[src/core/rbs_pkg.sv]
// Constants, field layouts and carrier types of the reset and brown-out sequencer.
// Assumes a single 125 MHz clock and an APB master with 32-bit data.
package rbs_pkg;

	// Clock rate in MHz.
	localparam int unsigned CLK_MHZ = 125;

	// Power-up timer nominal timeout.
	localparam int unsigned PU_TIME_MS = 64;
	localparam int unsigned PU_CYCLES  = PU_TIME_MS * CLK_MHZ * 1000;
	localparam int unsigned PU_W       = 23;

	// Supply dip filter; the figure is a plain default, since no value is fixed.
	localparam int unsigned BOR_FILTER_NS     = 1000;
	localparam int unsigned BOR_FILTER_CYCLES = (BOR_FILTER_NS * CLK_MHZ + 999) / 1000;

	// External pin noise filter, a least time, rounded up.
	localparam int unsigned PIN_FILTER_NS     = 200;
	localparam int unsigned PIN_FILTER_CYCLES = (PIN_FILTER_NS * CLK_MHZ + 999) / 1000;

	// Cycles from pin release to execution once the timer has run out.
	localparam logic [3:0] RELEASE_CYCLES = 4'hA;

	// Brown-out mode encodings.
	localparam logic [1:0] BMODE_ALWAYS_ON = 2'h3;
	localparam logic [1:0] BMODE_NO_SLEEP  = 2'h2;
	localparam logic [1:0] BMODE_SOFTWARE  = 2'h1;
	localparam logic [1:0] BMODE_OFF       = 2'h0;

	// Register byte offsets.
	localparam logic [11:0] REG_CTRL_OFS   = 12'h000;
	localparam logic [11:0] REG_STATUS_OFS = 12'h004;

	// Control register fields and reset value.
	localparam int unsigned CTRL_SBOR_BIT = 0;
	localparam logic        CTRL_SBOR_RST = 1'h1;

	// Status register fields; bits 1 to 5 are sticky and cleared by writing one.
	localparam int unsigned ST_READY_BIT = 0;
	localparam int unsigned ST_POR_BIT   = 1;
	localparam int unsigned ST_BOR_BIT   = 2;
	localparam int unsigned ST_WDT_BIT   = 3;
	localparam int unsigned ST_PIN_BIT   = 4;
	localparam int unsigned ST_PROG_BIT  = 5;
	localparam int unsigned ST_TIMER_BIT = 6;
	localparam logic [4:0]  ST_FLAGS_RST = 5'h01;

	// Configuration word bits that steer the sequencer.
	typedef struct packed {
		logic       power_up_timer_disable_n;
		logic [1:0] brownout_mode_select;
		logic       brownout_level_select;
		logic       low_power_brownout_en;
		logic       external_reset_pin_en;
	} rbs_cfg_s;

	// Analogue supply monitor outputs.
	typedef struct packed {
		logic por_low;
		logic bor_below;
		logic low_power_brownout;
		logic bor_circuit_ready;
	} rbs_mon_s;

	// Sequencer states, Gray coded along the start-up path.
	typedef enum logic [2:0] {
		ST_HOLD     = 3'h0,
		ST_TIMER    = 3'h1,
		ST_BOR_WAIT = 3'h3,
		ST_PIN_WAIT = 3'h2,
		ST_DELAY    = 3'h6,
		ST_RUN      = 3'h7
	} rbs_state_e;

endpackage

[src/core/rbs_sequencer.sv]
// Reset and brown-out sequencer: merges all reset sources into one core reset.
// Assumes monitor, pin and configuration inputs synchronous to pclk, and an APB master.
`timescale 1ns/1ps

// Behaviour
// - Six reset sources: power-on, brown-out, low-power brown-out, pin, watchdog, program exit.
// - Core stays in reset while the supply is below its minimum level.
// - Power-up timer gives a 64 ms timeout after power-on or brown-out.
// - Core reset stays asserted the whole time the timer counts.
// - Timer runs when the active-low disable bit is zero, skipped when one.
// - Timer starts only once power-on and brown-out conditions have both cleared.
// - Core held in reset while the supply is below the selected threshold.
// - Two-bit mode: 11 always on, 10 off in Sleep, 01 software, 00 off.
// - Brown-out only after the dip outlasts the filter time; shorter dips ignored.
// - Mode 11: start waits for ready and supply; Sleep protected; wake not delayed.
// - Mode 10: off in Sleep; start waits ready and supply; wake waits ready.
// - Mode 01: software bit switches brown-out; start-up does not wait.
// - Software mode protects once circuit is ready; status shows circuit; Sleep irrelevant.
// - With brown-out off (mode 00, or mode 01 with the bit clear), release and wake-up proceed at once.
// - Forced-on modes hold start-up until ready; ready set before execution.
// - Software enable bit acts only in mode 01; one enables, zero disables.
// - Ready status reads one while the circuit is active, zero otherwise.
// - Low-power brown-out request is ORed into the common brown-out signal.
// - With timer expired, execution starts 10 cycles after pin release.
module rbs_sequencer
	import rbs_pkg::*;
#(
	parameter int unsigned PU_CNT = PU_CYCLES
) (
	// Clock and reset
	input  wire logic        pclk,
	input  wire logic        presetn,
	// APB slave
	input  wire logic        psel,
	input  wire logic        penable,
	input  wire logic        pwrite,
	input  wire logic [11:0] paddr,
	input  wire logic [31:0] pwdata,
	output logic [31:0]      prdata,
	output logic             pready,
	output logic             pslverr,
	// Configuration word and supply monitors
	input  wire rbs_cfg_s    cfg,
	input  wire rbs_mon_s    mon,
	// Other reset sources and power state
	input  wire logic        ext_reset_pin_n,
	input  wire logic        watchdog_timeout,
	input  wire logic        prog_mode_exit,
	input  wire logic        sleep_active,
	// Outputs to the core and the analogue monitor
	output logic             core_reset_n,
	output logic             wake_permit,
	output logic             bor_circuit_enable,
	output logic             brownout_level_select
);

	rbs_state_e        state_q;
	rbs_state_e        state_d;
	logic [PU_W-1:0]   pu_cnt_q;
	logic [3:0]        dly_cnt_q;
	logic              sbor_q;
	logic [4:0]        flags_q;
	logic              core_reset_n_q;
	logic              wake_permit_q;
	logic              bor_en_q;
	logic              level_sel_q;
	logic [31:0]       prdata_q;
	logic              pready_q;
	logic              pslverr_q;
	logic              bor_filt;
	logic              pin_low_filt;
	logic              bor_enabled;
	logic              brownout_ready;
	logic              bor_req;
	logic              hard_req;
	logic              pu_done;
	logic              start_wait;
	logic              pin_hold;
	logic              acc;
	logic              fin;
	logic              wr_status;

	assign prdata                = prdata_q;
	assign pready                = pready_q;
	assign pslverr               = pslverr_q;
	assign core_reset_n          = core_reset_n_q;
	assign wake_permit           = wake_permit_q;
	assign bor_circuit_enable    = bor_en_q;
	assign brownout_level_select = level_sel_q;

	// Brown-out enable by mode; the software bit counts only in mode 01.
	always_comb begin
		unique case (cfg.brownout_mode_select)
			BMODE_ALWAYS_ON: bor_enabled = 1'b1;
			BMODE_NO_SLEEP:  bor_enabled = !sleep_active;
			BMODE_SOFTWARE:  bor_enabled = sbor_q;
			BMODE_OFF:       bor_enabled = 1'b0;
		endcase
	end

	// Protection only acts once the circuit reports ready.
	assign brownout_ready = bor_enabled && mon.bor_circuit_ready;

	rbs_filter #(
		.CNT (BOR_FILTER_CYCLES),
		.W   (8)
	) u_bor_filter (
		.pclk    (pclk),
		.presetn (presetn),
		.level   (mon.bor_below && brownout_ready),
		.level_q (bor_filt)
	);

	rbs_filter #(
		.CNT (PIN_FILTER_CYCLES),
		.W   (8)
	) u_pin_filter (
		.pclk    (pclk),
		.presetn (presetn),
		.level   (cfg.external_reset_pin_en && !ext_reset_pin_n),
		.level_q (pin_low_filt)
	);

	assign bor_req  = bor_filt || (cfg.low_power_brownout_en && mon.low_power_brownout);
	// Programming exit behaves as a fresh power-on.
	assign hard_req = mon.por_low || bor_req || prog_mode_exit;
	assign pu_done  = pu_cnt_q == PU_W'(PU_CNT - 1);
	// Only the two hardware-on modes hold start-up for the circuit and supply.
	assign start_wait = cfg.brownout_mode_select[1]
		&& (!mon.bor_circuit_ready || mon.bor_below);
	assign pin_hold = pin_low_filt || watchdog_timeout;

	always_comb begin
		state_d = state_q;
		if (hard_req) begin
			state_d = ST_HOLD;
		end else begin
			unique case (state_q)
				ST_HOLD: begin
					if (!cfg.power_up_timer_disable_n) begin
						state_d = ST_TIMER;
					end else begin
						state_d = ST_BOR_WAIT;
					end
				end
				ST_TIMER: begin
					if (pu_done) begin
						state_d = ST_BOR_WAIT;
					end
				end
				ST_BOR_WAIT: begin
					if (!start_wait) begin
						state_d = ST_PIN_WAIT;
					end
				end
				ST_PIN_WAIT: begin
					if (!pin_hold) begin
						state_d = ST_DELAY;
					end
				end
				ST_DELAY: begin
					if (pin_hold) begin
						state_d = ST_PIN_WAIT;
					end else if (dly_cnt_q == RELEASE_CYCLES - 4'h1) begin
						state_d = ST_RUN;
					end
				end
				ST_RUN: begin
					if (pin_hold) begin
						state_d = ST_PIN_WAIT;
					end
				end
				default: state_d = ST_HOLD;
			endcase
		end
	end

	always_ff @(posedge pclk or negedge presetn) begin
		if (!presetn) begin
			state_q <= ST_HOLD;
		end else begin
			state_q <= state_d;
		end
	end

	// The timer runs on regardless of the pin, so a long pin hold uses it up.
	always_ff @(posedge pclk or negedge presetn) begin
		if (!presetn) begin
			pu_cnt_q <= '0;
		end else if (state_q == ST_TIMER && !hard_req) begin
			pu_cnt_q <= pu_cnt_q + PU_W'(1);
		end else begin
			pu_cnt_q <= '0;
		end
	end

	always_ff @(posedge pclk or negedge presetn) begin
		if (!presetn) begin
			dly_cnt_q <= '0;
		end else if (state_q == ST_DELAY && state_d == ST_DELAY) begin
			dly_cnt_q <= dly_cnt_q + 4'h1;
		end else begin
			dly_cnt_q <= '0;
		end
	end

	// Released only on the clock edge that enters the run state.
	always_ff @(posedge pclk or negedge presetn) begin
		if (!presetn) begin
			core_reset_n_q <= 1'b0;
		end else begin
			core_reset_n_q <= state_d == ST_RUN;
		end
	end

	// Only mode 10 holds wake-up back until the circuit is ready.
	always_ff @(posedge pclk or negedge presetn) begin
		if (!presetn) begin
			wake_permit_q <= 1'b0;
		end else begin
			wake_permit_q <= cfg.brownout_mode_select != BMODE_NO_SLEEP
				|| mon.bor_circuit_ready;
		end
	end

	always_ff @(posedge pclk or negedge presetn) begin
		if (!presetn) begin
			bor_en_q    <= 1'b0;
			level_sel_q <= 1'b0;
		end else begin
			bor_en_q    <= bor_enabled;
			level_sel_q <= cfg.brownout_level_select;
		end
	end

	// Writes land on the edge that completes the transfer, where pready is sampled high.
	assign acc       = psel && penable && !pready_q;
	assign fin       = psel && penable && pready_q;
	assign wr_status = fin && pwrite && paddr == REG_STATUS_OFS;

	always_ff @(posedge pclk or negedge presetn) begin
		if (!presetn) begin
			sbor_q <= CTRL_SBOR_RST;
		end else if (fin && pwrite && paddr == REG_CTRL_OFS) begin
			sbor_q <= pwdata[CTRL_SBOR_BIT];
		end
	end

	// Cause flags: a new event in the clearing cycle stays set.
	always_ff @(posedge pclk or negedge presetn) begin
		if (!presetn) begin
			flags_q <= ST_FLAGS_RST;
		end else begin
			flags_q <= (flags_q & ~({5{wr_status}} & pwdata[ST_PROG_BIT:ST_POR_BIT]))
				| {prog_mode_exit, pin_low_filt, watchdog_timeout, bor_req, mon.por_low};
		end
	end

	// One wait state: the answer is registered so all outputs come from flops.
	always_ff @(posedge pclk or negedge presetn) begin
		if (!presetn) begin
			pready_q  <= 1'b0;
			pslverr_q <= 1'b0;
			prdata_q  <= 32'h0000_0000;
		end else begin
			pready_q  <= acc;
			pslverr_q <= acc && paddr != REG_CTRL_OFS && paddr != REG_STATUS_OFS;
			prdata_q  <= 32'h0000_0000;
			if (acc && !pwrite && paddr == REG_CTRL_OFS) begin
				prdata_q[CTRL_SBOR_BIT] <= sbor_q;
			end else if (acc && !pwrite && paddr == REG_STATUS_OFS) begin
				prdata_q[ST_READY_BIT]            <= brownout_ready;
				prdata_q[ST_PROG_BIT:ST_POR_BIT]  <= flags_q;
				prdata_q[ST_TIMER_BIT]            <= state_q == ST_TIMER;
			end
		end
	end
endmodule // rbs_sequencer

[src/core/rbs_filter.sv]
// Level filter: the output rises only after the input has stayed high for CNT cycles.
// Assumes the input is synchronous to pclk.
`timescale 1ns/1ps
module rbs_filter
	import rbs_pkg::*;
#(
	parameter int unsigned CNT = 4,
	parameter int unsigned W   = 8
) (
	// Clock and reset
	input  wire logic pclk,
	input  wire logic presetn,
	// Filtered level
	input  wire logic level,
	output logic      level_q
);

	logic [W-1:0] cnt_q;

	// Any low cycle restarts the count, so short pulses never pass.
	always_ff @(posedge pclk or negedge presetn) begin
		if (!presetn) begin
			cnt_q <= '0;
		end else if (!level) begin
			cnt_q <= '0;
		end else if (cnt_q != W'(CNT)) begin
			cnt_q <= cnt_q + W'(1);
		end
	end

	always_ff @(posedge pclk or negedge presetn) begin
		if (!presetn) begin
			level_q <= 1'b0;
		end else begin
			level_q <= level && (cnt_q == W'(CNT));
		end
	end
endmodule // rbs_filter

[config.mk]
export PLATFORM = sky130hd
export DESIGN_NAME = rbs_sequencer
export DESIGN_NICKNAME = d
export VERILOG_FILES = /design/src/core/rbs_pkg.sv /design/src/core/rbs_sequencer.sv /design/src/core/rbs_filter.sv
export SDC_FILE = /design/constraint.sdc
export NUM_CORES = 1
export LEC_CHECK = 0
export ABC_CLOCK_PERIOD_IN_PS = 4180
export BUFFER_PORTS_ARGS = -buffer_cell sky130_fd_sc_hd__buf_4
export CAP_MARGIN = 20
export CELL_PAD_IN_SITES_DETAIL_PLACEMENT = 1
export CELL_PAD_IN_SITES_GLOBAL_PLACEMENT = 2
export CORE_MARGIN = 5
export CORE_UTILIZATION = 33
export DETAILED_ROUTE_END_ITERATION = 8
export GPL_TIMING_DRIVEN = 1
export PLACE_DENSITY = 0.85
export SYNTH_ARGS = -nofsm -noshare
export SYNTH_HDL_FRONTEND = slang
export SYNTH_HIERARCHICAL = 1
export SYNTH_SLANG_ARGS = --single-unit
[constraint.sdc]
create_clock -name pclk -period 4.18 [get_ports pclk]
set_input_delay 0.836 -clock pclk [delete_from_list [all_inputs] [get_ports pclk]]
set_output_delay 0.836 -clock pclk [all_outputs]
set_load 0.02 [all_outputs]
==> impl_metrics.ini <==
[sta]
final.min_clock_period_ps = 2100
rsz0062_at_grt = no
max_freq_ghz = 0.477
maxSlewHeadroom = 0.416
tightest_slew_ps = 876
finalHoldViolCount = 0
tns_ps = 0
setup_violations = 0
final.period_utilization = 0.502
slew_viol_final = 0
fin_skew_ps = 7.75

[drt]
drc = 0
dr.pass1.iters = 4
routed_wl_mm = 7.88
vias = 2597
drt-vias-per-instance = 4.85
wl_per_cell_microns = 14.7
dr.first_iter.drc_count = 67
antenna_left = 0

[place]
gp_congestion = 0.744
placedCellCount = 519
placed_area_sq_um = 3800
hpwl_mm = 5.65
portBuffers = 49

[clock_tree]
cts_hold_buf = 0
cts_root_buffer = clkbuf_8
cts_resized = 0
cts_tree = done
cts_buffer_depth = 2
insertion_delay_ps = 340
cts_setup_buffers = 0
clock_sinks = 67
cts_buffers = 9
htree_levels = 3
clk_pin_slew_ps = 80

[power]
ir_drop_uv = 137
power.leakage_nw = 1.71
power_density_nw_per_um2 = 323

[worst_setup_path]
cp_max_fo = 13
critical_path_class = reg -> reg
required_ps = 4450
crit_path_end = pu_cnt_q[22]$_DFF_PN0_
crit_start = pu_cnt_q[4]$_DFF_PN0_
endpoint_kind = flip-flop
reg2reg_depth = 4
rr_endpoint = pu_cnt_q[22]$_DFF_PN0_
r2r_slack_ps = 2080
critPathLaunchType = flip-flop
worst_ep_arrival_time_ps = 2370
worstReg2RegStart = pu_cnt_q[4]$_DFF_PN0_

[synthesis]
ys.flop_type = dfrtp_1
syn_area_sq_um = 3380
yosysSeqAreaShare = 0.496
async_flop_share = 1.00
avgSynthCellArea_sq_um = 9.92
yosys_warnings = 6
postSynthCellCount = 341
synth_edf_count = 0
synth_cell_types = 48
synth-seq-cells = 67

[layout]
fin_nets = 465
seq_area_sq_um = 1680
drive_above_1_share = 0.195
multi_input_area_sq_um = 1500
nFillCells = 1145
fin_cells = 536
syn2layout_area_growth_pct = 18.2
diodes = 0
final_area_sq_um = 4000

[floorplanning]
core_area_sq_um = 10100
dieWidth_microns = 111
chipHeight_microns = 111
initial_core_util = 0.334
ios = 101
dieArea_sq_um = 12400
fp-row-count = 37

[run_status]
outcome = completed

[flow_run]
cap_violations = 0

[grt]
antenna_found_initial = 0
grt_pass1_wl_mm = 13.6
grt-ovfl-total = 0
first_global_vias = 2832
grt_max_degree = 68
gr-usage-all-layers = 0.133

[hold_path]
holdCritPathClass = reg -> reg
flip-flops by register name (all words and copies together) (netlist names), 3 cells and up:
name	cells
u_bor_filter/cnt_q	8
state_q	3
pu_cnt_q	23
flags_q	5
u_pin_filter/cnt_q	8
prdata	7
dly_cnt_q	4
logic make-up after synthesis:
logic type,after synthesis,synth area share
XOR/XNOR,17,0.0440
adder cells (fa/ha/maj),7,0.0259
AND/OR/NAND/NOR,144,0.242
multiplexers,6,0.0181
flip-flops,67,0.496
buffers and inverters,51,0.0858
AO/OA/AOI/OAI,48,0.0866
other,1,0.00111
cell type report:
cell class / instances / area share
Clock inverter: 5 / 0.0131
Sequential cell: 67 / 0.420
Multi-Input combinational cell: 247 / 0.376
Timing Repair Buffer: 51 / 0.0951
Tap cell: 136 / 0.0426
Clock buffer: 11 / 0.0354
Inverter: 19 / 0.0178
power breakdown:
group / switching, mW / internal (mW) / leakage, nW
clock network: 0.251 / 0.289 / 0.0991
registers: 0.00450 / 0.653 / 0.895
logic: 0.0585 / 0.0344 / 0.720
total: 0.314 / 0.976 / 1.71
placed cells by master (no fill, tap or decap), types with 2 or more instances in the layout:
cell      count
dfrtp_1      65
buf_4        50
nor2_1       27
conb_1       25
inv_1        19
nand2_1      19
nand3_1      14
a21oi_1      14
a31oi_1      14
xnor2_1      13
nor3_1       12
nor4_1       11
o21ai_0      10
and2_1       10
clkbuf_8     10
nor2b_1       8
or3_1         7
nand2b_1      7
ha_1          7
and3_1        6
mux2i_1       5
xor2_1        4
nand4_1       3
nand3b_1      3
clkinv_2      3
o41ai_1       2
nand4b_1      2
o31ai_1       2
and4_1        2
a311oi_1      2
dfstp_2       2
a21boi_0      2
worst max-delay path: stages (launching register included):
cell and delay, ps:
dfrtp_1 400, nand3_1 370, or3_1 590, or4b_1 500
a21oi_1 160
through the flow:
stage	hold WS (ps)	setup slack (ps)	utilization	total power, mW
after floorplan	454	2220	-	0.729
after global placement	465	1530	0.375	0.762
after detailed placement	471	1460	0.375	0.764
after CTS	489	1820	0.394	1.31
after global routing	510	1900	0.394	1.35
final	487	2080	0.394	1.29
synth_stat cells (7+ instances only):
master / instances / area (sq um)
dfrtp_1: 65 / 1630
nor2_1: 27 / 101
buf_4: 26 / 195
inv_1: 19 / 71.3
nand2_1: 19 / 71.3
a21oi_1: 14 / 70.1
a31oi_1: 14 / 87.6
nand3_1: 14 / 70.1
xnor2_1: 13 / 114
nor3_1: 12 / 60.1
nor4_1: 11 / 68.8
and2_1: 10 / 62.6
o21ai_0: 10 / 50.1
nor2b_1: 8 / 50.1
ha_1: 7 / 87.6
nand2b_1: 7 / 43.8
or3_1: 7 / 43.8
per-layer routing:
| metal | GRT usage | vias up | wire, microns |
|---|---|---|---|
| met2 | 0.210 | 61 | 3710 |
| li1 | - | 1248 | - |
| met3 | 0.0404 | 8 | 420 |
| met1 | 0.175 | 1280 | 3670 |
| met4 | 0.0462 | 0 | 82 |
| met5 | 0 | - | 0 |
worst min path at each step:
| stage | from | endpoint | slack [ps] | depth (start not counted) |
|---|---|---|---|---|
| floorplan | flags_q[1]$_DFF_PN0_ | prdata[2]$_DFF_PN0_ | 450 | 1 |
| global placement | flags_q[4]$_DFF_PN0_ | prdata[5]$_DFF_PN0_ | 460 | 1 |
| detailed placement | flags_q[3]$_DFF_PN0_ | prdata[4]$_DFF_PN0_ | 470 | 1 |
| CTS | flags_q[3]$_DFF_PN0_ | prdata[4]$_DFF_PN0_ | 490 | 1 |
| global route | flags_q[4]$_DFF_PN0_ | prdata[5]$_DFF_PN0_ | 510 | 1 |
| finish | flags_q[3]$_DFF_PN0_ | prdata[4]$_DFF_PN0_ | 490 | 1 |
Power figures use the tool's default switching activity.
